File: config.mk
export PLATFORM = sky130hd
export DESIGN_NAME = pcst_sequencer
export DESIGN_NICKNAME = d
export VERILOG_FILES = /design/src/common/pcst_pkg.sv /design/src/hdl/pcst_sequencer.sv
export SDC_FILE = /design/constraint.sdc
export NUM_CORES = 1
export LEC_CHECK = 0
export ABC_AREA = 1
export ABC_CLOCK_PERIOD_IN_PS = 3300
export BUFFER_PORTS_ARGS = -buffer_cell sky130_fd_sc_hd__buf_4
export CAP_MARGIN = 5
export CORE_MARGIN = 5
export CORE_UTILIZATION = 45
export DETAILED_ROUTE_END_ITERATION = 8
export GPL_TIMING_DRIVEN = 0
export HOLD_SLACK_MARGIN = 0.08
export PLACE_DENSITY = 0.68
export RECOVER_POWER = 100
export SLEW_MARGIN = 0
export SYNTH_ARGS = -nofsm -noshare
export SYNTH_HDL_FRONTEND = slang
export SYNTH_SLANG_ARGS = --single-unit
File: constraint.sdc
create_clock -name hclk -period 3.3 [get_ports hclk]
set_input_delay 0.165 -clock hclk [delete_from_list [all_inputs] [get_ports hclk]]
set_output_delay 0.165 -clock hclk [all_outputs]
set_load 0.01 [all_outputs]
File: src/common/pcst_pkg.sv
// Constants and types for the program sequencer block
package pcst_pkg;
	localparam int PC_W = 11;
	localparam int WORD_W = 15;
	localparam int STACK_DEPTH = 4;
	localparam logic [10:0] RESET_VECTOR = 11'h000;
	localparam logic [2:0] LAST_PAGE = 3'h7;
	localparam logic [2:0] DEPTH_FULL = 3'h4;
	// Register byte offsets
	localparam logic [7:0] A_PCL = 8'h00;
	localparam logic [7:0] A_TPL = 8'h04;
	localparam logic [7:0] A_TPH = 8'h08;
	localparam logic [7:0] A_TABLE_HIGH_BYTE_LATCH = 8'h0c;
	localparam logic [7:0] A_STATUS = 8'h10;
	// Status field positions
	localparam int ST_C = 0;
	localparam int ST_AC = 1;
	localparam int ST_Z = 2;
	localparam int ST_OV = 3;
	localparam logic [3:0] STATUS_RST = 4'h0;
	localparam logic [7:0] DAA_LO = 8'h06;
	localparam logic [8:0] DAA_HI = 9'h060;
	typedef enum logic [3:0] {
		PH_T1 = 4'b0001,
		PH_T2 = 4'b0010,
		PH_T3 = 4'b0100,
		PH_T4 = 4'b1000
	} pcst_phase_e;
	typedef enum logic [3:0] {
		OP_NONE = 4'h0, OP_ALU = 4'h1, OP_JUMP = 4'h2, OP_CALL = 4'h3,
		OP_RET = 4'h4, OP_INTERRUPT_RETURN_OP = 4'h5, OP_SKIPZ = 4'h6, OP_SKIPNZ = 4'h7,
		OP_TABRD = 4'h8, OP_TABLE_READ_LAST_PAGE_OP = 4'h9
	} pcst_op_e;
	typedef enum logic [3:0] {
		ALU_ADD = 4'h0, ALU_ADC = 4'h1, ALU_SUB = 4'h2, ALU_SBC = 4'h3,
		ALU_DAA = 4'h4, ALU_AND = 4'h5, ALU_OR = 4'h6, ALU_XOR = 4'h7,
		ALU_CPL = 4'h8, ALU_RR = 4'h9, ALU_RRC = 4'ha, ALU_RL = 4'hb,
		ALU_RLC = 4'hc, ALU_INC = 4'hd, ALU_DEC = 4'he, ALU_PASS = 4'hf
	} pcst_alu_e;
endpackage : pcst_pkg

File: src/hdl/pcst_sequencer.sv
// Program counter, return stack, ALU status and table read sequencer
//
// The implementer's own choices: the AHB-Lite interface to the registers and the register addresses.
`timescale 1ns/1ps
`default_nettype none
// Operation
// - Counter steps by one unless branching
// - Eleven-bit counter, only low byte addressable
// - Jump, call, interrupt, reset load target
// - Taken skip discards prefetch, inserts dummy
// - Low byte write jumps within page
// - Low byte readable and writable
// - Low byte write adds dummy cycle
// - Four-level stack, hidden, pointer hidden
// - Call/interrupt push, returns pop
// - Reset leaves stack empty
// - Full stack withholds interrupt acknowledge
// - Call on full stack drops oldest
// - ALU updates status and result
// - Arithmetic, logic, rotate, step, skip ops
// - 2K by 15-bit program memory
// - Execution starts at address zero
// - Table address from both pointer registers; last-page read uses page 7 and the low pointer only
// - Table read: low byte out, high latched
// - High-byte latch is read-only
// - Table reads take two cycles
// - Four phases per instruction cycle
// - Branches take two machine cycles
module pcst_sequencer
	import pcst_pkg::*;
(
	input wire logic hclk,
	input wire logic hresetn,
	input wire logic hsel,
	input wire logic [31:0] haddr,
	input wire logic [1:0] htrans,
	input wire logic hwrite,
	input wire logic [2:0] hsize,
	input wire logic [31:0] hwdata,
	input wire logic hready,
	output logic [31:0] hrdata,
	output logic hreadyout,
	output logic hresp,
	output logic [PC_W-1:0] pm_addr,
	input wire logic [WORD_W-1:0] pm_data,
	output pcst_phase_e cycle_phase,
	output logic dummy_cycle,
	output logic op_take,
	input wire logic op_valid,
	input wire pcst_op_e op_kind,
	input wire pcst_alu_e alu_op,
	input wire logic [7:0] alu_a,
	input wire logic [7:0] alu_b,
	input wire logic [PC_W-1:0] op_target,
	input wire logic irq_req,
	input wire logic [PC_W-1:0] irq_vector,
	output logic irq_ack,
	output logic [7:0] result,
	output logic result_valid
);
	pcst_phase_e phase_r;
	logic [PC_W-1:0] pc_r;
	logic dummy_r, op_take_r, irq_sel_r, pcl_sel_r;
	logic pcl_pend_r;
	logic [7:0] pcl_val_r, tpl_r;
	logic [2:0] tph_r;
	logic [PC_W-1:0] stk_r [STACK_DEPTH];
	logic [2:0] depth_r;
	logic tab_pend_r;
	logic [PC_W-1:0] tab_addr_r;
	logic [7:0] table_high_byte_latch_r, result_r;
	logic result_valid_r, irq_ack_r;
	logic [3:0] status_r;
	logic [PC_W-1:0] pm_addr_r;
	logic dp_wr_r;
	logic [7:0] dp_addr_r;
	logic [31:0] hrdata_r;
	logic hreadyout_r;
	logic op_go, do_push, do_pop, skip_hit, irq_ok;
	logic [11:0] alu_out;
	logic [PC_W-1:0] push_val;

	// Add/sub/decimal/logic/rotate/step; returns {ov,z,ac,c,result}
	function automatic logic [11:0] alu_calc(input pcst_alu_e op,
		input logic [7:0] a, input logic [7:0] b, input logic ci,
		input logic ai);
		logic [8:0] s;
		logic [4:0] h;
		logic [7:0] bb, r;
		logic cin, c, ac, ov;
		s = 9'h000;
		h = 5'h00;
		r = 8'h00;
		c = ci;
		ac = ai;
		ov = 1'b0;
		bb = (op == ALU_SUB || op == ALU_SBC) ? ~b : b;
		cin = (op == ALU_SUB) ? 1'b1
			: ((op == ALU_ADC || op == ALU_SBC) ? ci : 1'b0);
		case (op)
			ALU_ADD, ALU_ADC, ALU_SUB, ALU_SBC:
			begin
				s = {1'b0, a} + {1'b0, bb} + {8'h00, cin};
				h = {1'b0, a[3:0]} + {1'b0, bb[3:0]} + {4'h0, cin};
				r = s[7:0];
				c = s[8];
				ac = h[4];
				ov = (a[7] == bb[7]) && (r[7] != a[7]);
			end
			ALU_DAA:
			begin
				s = {1'b0, a};
				if (a[3:0] > 4'h9 || ai)
					s = s + {1'b0, DAA_LO};
				if (s[7:4] > 4'h9 || ci || s[8])
					s = s + DAA_HI;
				r = s[7:0];
				c = s[8] | ci;
			end
			ALU_AND: r = a & b;
			ALU_OR: r = a | b;
			ALU_XOR: r = a ^ b;
			ALU_CPL: r = ~a;
			ALU_RR: r = {a[0], a[7:1]};
			ALU_RRC:
			begin
				r = {ci, a[7:1]};
				c = a[0];
			end
			ALU_RL: r = {a[6:0], a[7]};
			ALU_RLC:
			begin
				r = {a[6:0], ci};
				c = a[7];
			end
			ALU_INC: r = a + 8'h01;
			ALU_DEC: r = a - 8'h01;
			default: r = a;
		endcase
		return {ov, (r == 8'h00), ac, c, r};
	endfunction : alu_calc

	// Execute-edge decode of the current slot
	always_comb
	begin
		alu_out = alu_calc(alu_op, alu_a, alu_b, status_r[ST_C],
			status_r[ST_AC]);
		op_go = (phase_r == PH_T4) && op_take_r && op_valid;
		skip_hit = op_go && ((op_kind == OP_SKIPZ && alu_out[10])
			|| (op_kind == OP_SKIPNZ && !alu_out[10]));
		do_push = (phase_r == PH_T4)
			&& (irq_sel_r || (op_go && op_kind == OP_CALL));
		do_pop = op_go && (op_kind == OP_RET || op_kind == OP_INTERRUPT_RETURN_OP);
		push_val = irq_sel_r ? pc_r - 11'h001 : pc_r;
		irq_ok = irq_req && (depth_r != DEPTH_FULL);
	end

	// Four-phase instruction cycle
	always_ff @(posedge hclk or negedge hresetn)
	begin
		if (!hresetn)
			phase_r <= PH_T1;
		else
		begin
			unique case (phase_r)
				PH_T1: phase_r <= PH_T2;
				PH_T2: phase_r <= PH_T3;
				PH_T3: phase_r <= PH_T4;
				PH_T4: phase_r <= PH_T1;
			endcase
		end
	end

	// Slot selection made at T3, held through T4
	always_ff @(posedge hclk or negedge hresetn)
	begin
		if (!hresetn)
		begin
			op_take_r <= 1'b0;
			irq_sel_r <= 1'b0;
			pcl_sel_r <= 1'b0;
		end
		else if (phase_r == PH_T3)
		begin
			pcl_sel_r <= !dummy_r && pcl_pend_r;
			irq_sel_r <= !dummy_r && !pcl_pend_r && irq_ok;
			op_take_r <= !dummy_r && !pcl_pend_r && !irq_ok;
		end
		else if (phase_r == PH_T4)
		begin
			op_take_r <= 1'b0;
			irq_sel_r <= 1'b0;
			pcl_sel_r <= 1'b0;
		end
	end

	// Program counter: step at T1, redirect at T4
	always_ff @(posedge hclk or negedge hresetn)
	begin
		if (!hresetn)
			pc_r <= RESET_VECTOR;
		else if (phase_r == PH_T1)
			pc_r <= pc_r + 11'h001;
		else if (phase_r == PH_T4)
		begin
			if (pcl_sel_r)
				pc_r <= {pc_r[10:8], pcl_val_r};
			else if (irq_sel_r)
				pc_r <= irq_vector;
			else if (op_go && (op_kind == OP_JUMP || op_kind == OP_CALL))
				pc_r <= op_target;
			else if (do_pop)
				pc_r <= stk_r[0];
		end
	end

	// Dummy slot after any redirect, taken skip or table read
	always_ff @(posedge hclk or negedge hresetn)
	begin
		if (!hresetn)
			dummy_r <= 1'b0;
		else if (phase_r == PH_T4)
		begin
			if (dummy_r)
				dummy_r <= 1'b0;
			else
				dummy_r <= pcl_sel_r || irq_sel_r || skip_hit
					|| (op_go && op_kind != OP_NONE && op_kind != OP_ALU
					&& op_kind != OP_SKIPZ && op_kind != OP_SKIPNZ);
		end
	end

	// Hidden four-level return stack; full push drops oldest
	always_ff @(posedge hclk or negedge hresetn)
	begin
		if (!hresetn)
		begin
			depth_r <= 3'h0;
			for (int i = 0; i < STACK_DEPTH; i++)
				stk_r[i] <= RESET_VECTOR;
		end
		else if (do_push)
		begin
			for (int i = STACK_DEPTH - 1; i > 0; i--)
				stk_r[i] <= stk_r[i-1];
			stk_r[0] <= push_val;
			if (depth_r != DEPTH_FULL)
				depth_r <= depth_r + 3'h1;
		end
		else if (do_pop)
		begin
			for (int i = 0; i < STACK_DEPTH - 1; i++)
				stk_r[i] <= stk_r[i+1];
			if (depth_r != 3'h0)
				depth_r <= depth_r - 3'h1;
		end
	end

	// Interrupt acknowledge pulse
	always_ff @(posedge hclk or negedge hresetn)
	begin
		if (!hresetn)
			irq_ack_r <= 1'b0;
		else
			irq_ack_r <= (phase_r == PH_T4) && irq_sel_r;
	end

	// Memory port: fetch at T1, table word at T2 of dummy slot
	always_ff @(posedge hclk or negedge hresetn)
	begin
		if (!hresetn)
			pm_addr_r <= RESET_VECTOR;
		else if (phase_r == PH_T1)
			pm_addr_r <= pc_r;
		else if (phase_r == PH_T2 && tab_pend_r)
			pm_addr_r <= tab_addr_r;
	end

	// Table read request and address
	always_ff @(posedge hclk or negedge hresetn)
	begin
		if (!hresetn)
		begin
			tab_pend_r <= 1'b0;
			tab_addr_r <= RESET_VECTOR;
		end
		else if (op_go && op_kind == OP_TABRD)
		begin
			tab_pend_r <= 1'b1;
			tab_addr_r <= {tph_r, tpl_r};
		end
		else if (op_go && op_kind == OP_TABLE_READ_LAST_PAGE_OP)
		begin
			tab_pend_r <= 1'b1;
			tab_addr_r <= {LAST_PAGE, tpl_r};
		end
		else if (phase_r == PH_T3)
			tab_pend_r <= 1'b0;
	end

	// Result port: ALU result or table low byte; latch gets high bits
	always_ff @(posedge hclk or negedge hresetn)
	begin
		if (!hresetn)
		begin
			result_r <= 8'h00;
			result_valid_r <= 1'b0;
			table_high_byte_latch_r <= 8'h00;
		end
		else if (phase_r == PH_T3 && tab_pend_r)
		begin
			result_r <= pm_data[7:0];
			table_high_byte_latch_r <= {1'b0, pm_data[14:8]};
			result_valid_r <= 1'b1;
		end
		else if (op_go && op_kind == OP_ALU)
		begin
			result_r <= alu_out[7:0];
			result_valid_r <= 1'b1;
		end
		else
			result_valid_r <= 1'b0;
	end

	// Status flags from every ALU or skip operation
	always_ff @(posedge hclk or negedge hresetn)
	begin
		if (!hresetn)
			status_r <= STATUS_RST;
		else if (op_go && (op_kind == OP_ALU || op_kind == OP_SKIPZ
			|| op_kind == OP_SKIPNZ))
			status_r <= alu_out[11:8];
	end

	// Bus address phase capture and registered read data
	always_ff @(posedge hclk or negedge hresetn)
	begin
		if (!hresetn)
		begin
			dp_wr_r <= 1'b0;
			dp_addr_r <= 8'h00;
			hrdata_r <= 32'h0000_0000;
			hreadyout_r <= 1'b0;
		end
		else
		begin
			hreadyout_r <= 1'b1;
			dp_wr_r <= hsel && hready && htrans[1] && hwrite;
			dp_addr_r <= haddr[7:0];
			if (hsel && hready && htrans[1] && !hwrite)
			begin
				unique case (haddr[7:0])
					A_PCL: hrdata_r <= {24'h000000, pc_r[7:0]};
					A_TPL: hrdata_r <= {24'h000000, tpl_r};
					A_TPH: hrdata_r <= {29'h00000000, tph_r};
					A_TABLE_HIGH_BYTE_LATCH: hrdata_r <= {24'h000000, table_high_byte_latch_r};
					A_STATUS: hrdata_r <= {28'h0000000, status_r};
					default: hrdata_r <= 32'h0000_0000;
				endcase
			end
		end
	end

	// Bus writes: pointers and deferred short jump
	always_ff @(posedge hclk or negedge hresetn)
	begin
		if (!hresetn)
		begin
			tpl_r <= 8'h00;
			tph_r <= 3'h0;
			pcl_val_r <= 8'h00;
			pcl_pend_r <= 1'b0;
		end
		else
		begin
			if (dp_wr_r && dp_addr_r == A_PCL)
			begin
				pcl_val_r <= hwdata[7:0];
				pcl_pend_r <= 1'b1;
			end
			else if (pcl_sel_r && phase_r == PH_T4)
				pcl_pend_r <= 1'b0;
			if (dp_wr_r && dp_addr_r == A_TPL)
				tpl_r <= hwdata[7:0];
			if (dp_wr_r && dp_addr_r == A_TPH)
				tph_r <= hwdata[2:0];
		end
	end

	assign hrdata = hrdata_r;
	assign hreadyout = hreadyout_r;
	assign hresp = 1'b0;
	assign pm_addr = pm_addr_r;
	assign cycle_phase = phase_r;
	assign dummy_cycle = dummy_r;
	assign op_take = op_take_r;
	assign irq_ack = irq_ack_r;
	assign result = result_r;
	assign result_valid = result_valid_r;
endmodule : pcst_sequencer
`default_nettype wire

==> run_summary.xml <==
<?xml version="1.0" encoding="UTF-8"?>
<metrics>
  <group name="yosys">
    <metric name="avgSynthCellArea" unit="um^2">7.625</metric>
    <metric name="synthesis.area" unit="um^2">9059</metric>
    <metric name="async_sr_flop_fraction" unit="%">100.0</metric>
    <metric name="synth_cell_type_count" unit="">55</metric>
    <metric name="synth_top_area_cell" unit="">dfrtp_1</metric>
    <metric name="ys_warn_count" unit="">0</metric>
    <metric name="postSynth.topFlopCell" unit="">dfrtp_1</metric>
    <metric name="post_synth_main_area_contributors" unit="">dfrtp_1 (41%), nand2_1 (12%), inv_1 (5.3%)</metric>
    <metric name="yosys.area.top_type_share" unit="%">40.61</metric>
    <metric name="count_of_flip_flops_with_a_built_in_enable_after_synthesis" unit="">0</metric>
    <metric name="post_synth_inst_count" unit="">1188</metric>
    <metric name="ys_seq_elements" unit="">148</metric>
    <metric name="synth_sequential_area_ratio" unit="%">40.90</metric>
  </group>
  <group name="place">
    <metric name="dpl.hpwl" unit="mm">21.37</metric>
    <metric name="numPortBuffers" unit="">120</metric>
    <metric name="dp_slack" unit="ps">-383.5</metric>
    <metric name="dp.cells" unit="">1603</metric>
    <metric name="gpl.final_weighted_congestion" unit="">0.9259</metric>
    <metric name="dpl-instance-area" unit="um^2">10420</metric>
  </group>
  <group name="floorplanning">
    <metric name="dieHeight" unit="um">151.9</metric>
    <metric name="core.rowCount" unit="">52</metric>
    <metric name="floorplan.io_pins" unit="">198</metric>
    <metric name="core_region_area" unit="um^2">20040</metric>
    <metric name="start_util" unit="%">45.20</metric>
    <metric name="design.die.area" unit="um^2">23070</metric>
    <metric name="die_width" unit="um">151.9</metric>
  </group>
  <group name="sta">
    <metric name="period_minus_slack" unit="ps">3070</metric>
    <metric name="grt_setup_unrepaired" unit="">false</metric>
    <metric name="worst_clock_skew" unit="ps">9.927</metric>
    <metric name="postLayoutSetupSlackWorst" unit="ps">230.2</metric>
    <metric name="period_share" unit="%">93.02</metric>
    <metric name="max-slew-margin-rel" unit="%">-50.41</metric>
    <metric name="fmaxAchievable" unit="MHz">325.8</metric>
    <metric name="tightest_slew" unit="ps">2256</metric>
    <metric name="timing_max_transition_violations_final" unit="">51</metric>
    <metric name="timing.final.setup_violations" unit="">0</metric>
    <metric name="finalHoldViolCount" unit="">0</metric>
  </group>
  <group name="cts">
    <metric name="number_of_buffers_inserted_to_repair_setup_after_cts" unit="">0</metric>
    <metric name="tritoncts_num_sinks" unit="">148</metric>
    <metric name="htree_num_levels" unit="">4</metric>
    <metric name="cts-buffers-inserted" unit="">17</metric>
    <metric name="clock_path_buffers" unit="">2</metric>
    <metric name="tritoncts" unit="">built</metric>
    <metric name="worst_setup_hold_path_clk_slew" unit="ps">60</metric>
    <metric name="cts_root_buf" unit="">clkbuf_16</metric>
    <metric name="worstSkewPairLatency" unit="ps">430</metric>
  </group>
  <group name="outcome">
    <metric name="outcome" unit="">finished, violations left</metric>
    <metric name="violations" unit="">capacitance limit, slew limit</metric>
  </group>
  <group name="routing">
    <metric name="first_pass_iters" unit="">5</metric>
    <metric name="drt_initial_violations" unit="">692</metric>
    <metric name="drt.antenna.violating_nets" unit="">0</metric>
    <metric name="postRouteWirelength" unit="mm">27.69</metric>
    <metric name="route.detailed.vias_per_inst" unit="">5.218</metric>
    <metric name="vias" unit="">8704</metric>
    <metric name="remaining_drc_errors" unit="">0</metric>
    <metric name="routedWlPerCell" unit="um">16.60</metric>
  </group>
  <group name="finish">
    <metric name="diodes" unit="">0</metric>
    <metric name="layout.cells.non_filler" unit="">1668</metric>
    <metric name="area_growth" unit="%">23.30</metric>
    <metric name="drive_gt1_share" unit="%">12.95</metric>
    <metric name="filler_cell_count" unit="">1929</metric>
    <metric name="finish.net_count" unit="">1559</metric>
    <metric name="finalInstanceArea" unit="um^2">11170</metric>
  </group>
  <group name="critical_path">
    <metric name="r2r.worst_path.cells" unit="">7</metric>
    <metric name="regToRegSetupSlack" unit="ps">230</metric>
    <metric name="regToRegStartpoint" unit="">cycle_phase[0]</metric>
    <metric name="crit-reg2reg-capture" unit="">pm_addr[3]</metric>
    <metric name="crit_path_end_kind" unit="">flop</metric>
    <metric name="crit_path_launch" unit="">cycle_phase[0]</metric>
    <metric name="critical_path.startpoint_type" unit="">flop</metric>
    <metric name="worst-setup-path-type" unit="">flop to flop</metric>
    <metric name="crit_path_end" unit="">pm_addr[3]</metric>
    <metric name="worst-path-max-fanout" unit="">10</metric>
    <metric name="worstPathRequired" unit="ps">3640</metric>
    <metric name="critical_path_arrival" unit="ps">3410</metric>
  </group>
  <group name="global_routing">
    <metric name="grt_overflow" unit="">0</metric>
    <metric name="global_route.usage.total" unit="%">23.74</metric>
    <metric name="grt_start_max_net_pins" unit="">99</metric>
    <metric name="number_of_antenna_violations_at_the_first_check_in_global_routing" unit="">0</metric>
    <metric name="vias_in_the_first_global_route" unit="">8464</metric>
    <metric name="grt_pass1_wl" unit="mm">44.55</metric>
  </group>
  <group name="power">
    <metric name="report.power.total" unit="uW">6195</metric>
    <metric name="power.ir.vdd_worst" unit="mV">0.3211</metric>
    <metric name="power.leakage" unit="uW">0.005483</metric>
    <metric name="power-per-cell-area" unit="nW/um^2">554.7</metric>
  </group>
  <group name="hold_path">
    <metric name="hold_path_class" unit="">primary input to flop</metric>
    <metric name="timing.hold.worst_path_depth" unit="">3</metric>
  </group>
  <group name="flow_run">
    <metric name="max_cap_viol_count" unit="">1</metric>
  </group>
</metrics>
-- layout make-up --
type | count | area [um^2] | area share, %
inverters | 148 | 555.5 | 4.974
well taps | 270 | 337.8 | 3.025
repair buffers | 154 | 1114 | 9.970
plain buffers | 57 | 315.3 | 2.823
flip-flops and latches | 148 | 3705 | 33.17
clock inverters | 11 | 127.6 | 1.143
multi-input cells | 859 | 4574 | 40.95
clock buffers | 21 | 440.4 | 3.943
-- metal layers --
layer,up-vias,wire length (um),track usage (%)
met4,0,713,7.491
met3,50,1708,4.721
met2,280,12770,37.98
met1,4059,12500,32.67
met5,-,0,0
li1,4315,-,-
-- cell families after synthesis --
group | Yosys count | synth area share, %
simple gates | 546 | 25.58
buf+inv | 205 | 9.627
compound gates | 220 | 15.25
fa+ha+maj | 37 | 5.442
flops | 148 | 40.90
mux | 8 | 0.9944
other cells | 2 | 0.08290
xor+xnor | 22 | 2.127
-- synth_stat cells (4+ instances only) --
| master | instances |
|---|---|
| a211oi_1 | 4 |
| a21oi_1 | 34 |
| a22oi_1 | 8 |
| a31oi_1 | 15 |
| buf_2 | 7 |
| buf_4 | 25 |
| clkbuf_1 | 25 |
| clkinv_1 | 5 |
| dfrtp_1 | 147 |
| fa_1 | 4 |
| ha_1 | 33 |
| inv_1 | 129 |
| inv_2 | 14 |
| mux2_2 | 6 |
| nand2_1 | 287 |
| nand2_2 | 5 |
| nand3_1 | 71 |
| nand3b_1 | 6 |
| nand4_1 | 18 |
| nor2_1 | 127 |
| nor2_2 | 6 |
| nor3_1 | 12 |
| o211ai_1 | 13 |
| o21ai_0 | 80 |
| o21ai_1 | 5 |
| o221ai_1 | 26 |
| o22ai_1 | 10 |
| o311ai_0 | 9 |
| xor2_1 | 20 |
-- state kept, by name, indices dropped and copies added (netlist names), 3 cells and up --
| signal | count |
|---|---|
| pc_r | 11 |
| depth_r | 3 |
| dp_addr_r | 8 |
| tph_r | 3 |
| hrdata | 8 |
| cycle_phase | 4 |
| stk_r | 44 |
| table_high_byte_latch_r | 7 |
| tab_addr_r | 11 |
| status_r | 4 |
| result | 8 |
| pcl_val_r | 8 |
| pm_addr | 11 |
| tpl_r | 8 |
-- worst min-delay path by stage --
stage | from | end | slack (ps)
after global routing | hwdata[1] | tpl_r[1] | 110
after detailed placement | hresetn | dp_addr_r[0] | 140
final | hwdata[1] | pcl_val_r[1] | 100
after floorplan | hresetn | cycle_phase[1] | -130
after global placement | haddr[0] | dp_addr_r[0] | 280
after CTS | alu_a[7] | status_r[3] | 90
-- what timing repair did --
| action | in CTS | in global routing |
|---|---|---|
| hold endpoints to repair | 90 | 0 |
| resized for setup | 0 | 6 |
| hold buffers | 33 | 0 |
| endpoints found under the setup margin | 0 | 2 |
-- per-stage QoR --
step	setup TNS [ps]	utilization (%)	hold slack, ps
floorplan	0	-	-130.6
global placement	-426.6	51.84	283.9
detailed placement	-683.0	51.99	135.6
CTS	0	56.47	89.18
global route	0	55.74	108.8
finish	0	55.74	95.96
-- cell usage in the layout (no fill, tap or decap), types with 3 or more instances in the layout --
| master | instances |
|---|---|
| o21ai_1 | 4 |
| clkbuf_4 | 6 |
| fa_1 | 4 |
| nor3_1 | 13 |
| nand2_2 | 6 |
| ha_1 | 33 |
| clkbuf_1 | 69 |
| nand2_1 | 286 |
| inv_2 | 12 |
| a31oi_1 | 15 |
| nor2_1 | 128 |
| a21oi_1 | 34 |
| clkbuf_16 | 17 |
| mux2_2 | 6 |
| o221ai_1 | 26 |
| clkinv_1 | 5 |
| a22oi_1 | 8 |
| xor2_1 | 20 |
| dlygate4sd3_1 | 33 |
| dfrtp_1 | 147 |
| o21ai_0 | 80 |
| inv_1 | 131 |
| buf_2 | 5 |
| buf_4 | 99 |
| nand3b_1 | 6 |
| nand4_1 | 18 |
| nor2_2 | 4 |
| a211oi_1 | 3 |
| nand3_1 | 71 |
| o311ai_0 | 9 |
| conb_1 | 26 |
| clkinvlp_4 | 3 |
| o22ai_1 | 10 |
| o211ai_1 | 13 |
| nor4_1 | 3 |
-- critical path, cell delays in order (launching register included) --
cell	delay, ps
dfstp_2	570
inv_1	70
nor3_1	910
clkinv_1	570
nand2_1	260
clkbuf_1	360
nor2_1	70
a31oi_1	170
-- report_power, final --
part           switching [uW]  internal, uW
sequential                322          2310
clock                     773          1120
combinational            1030           645
total                    2120          4070
Note: power is estimated with default switching activity, not from simulation.
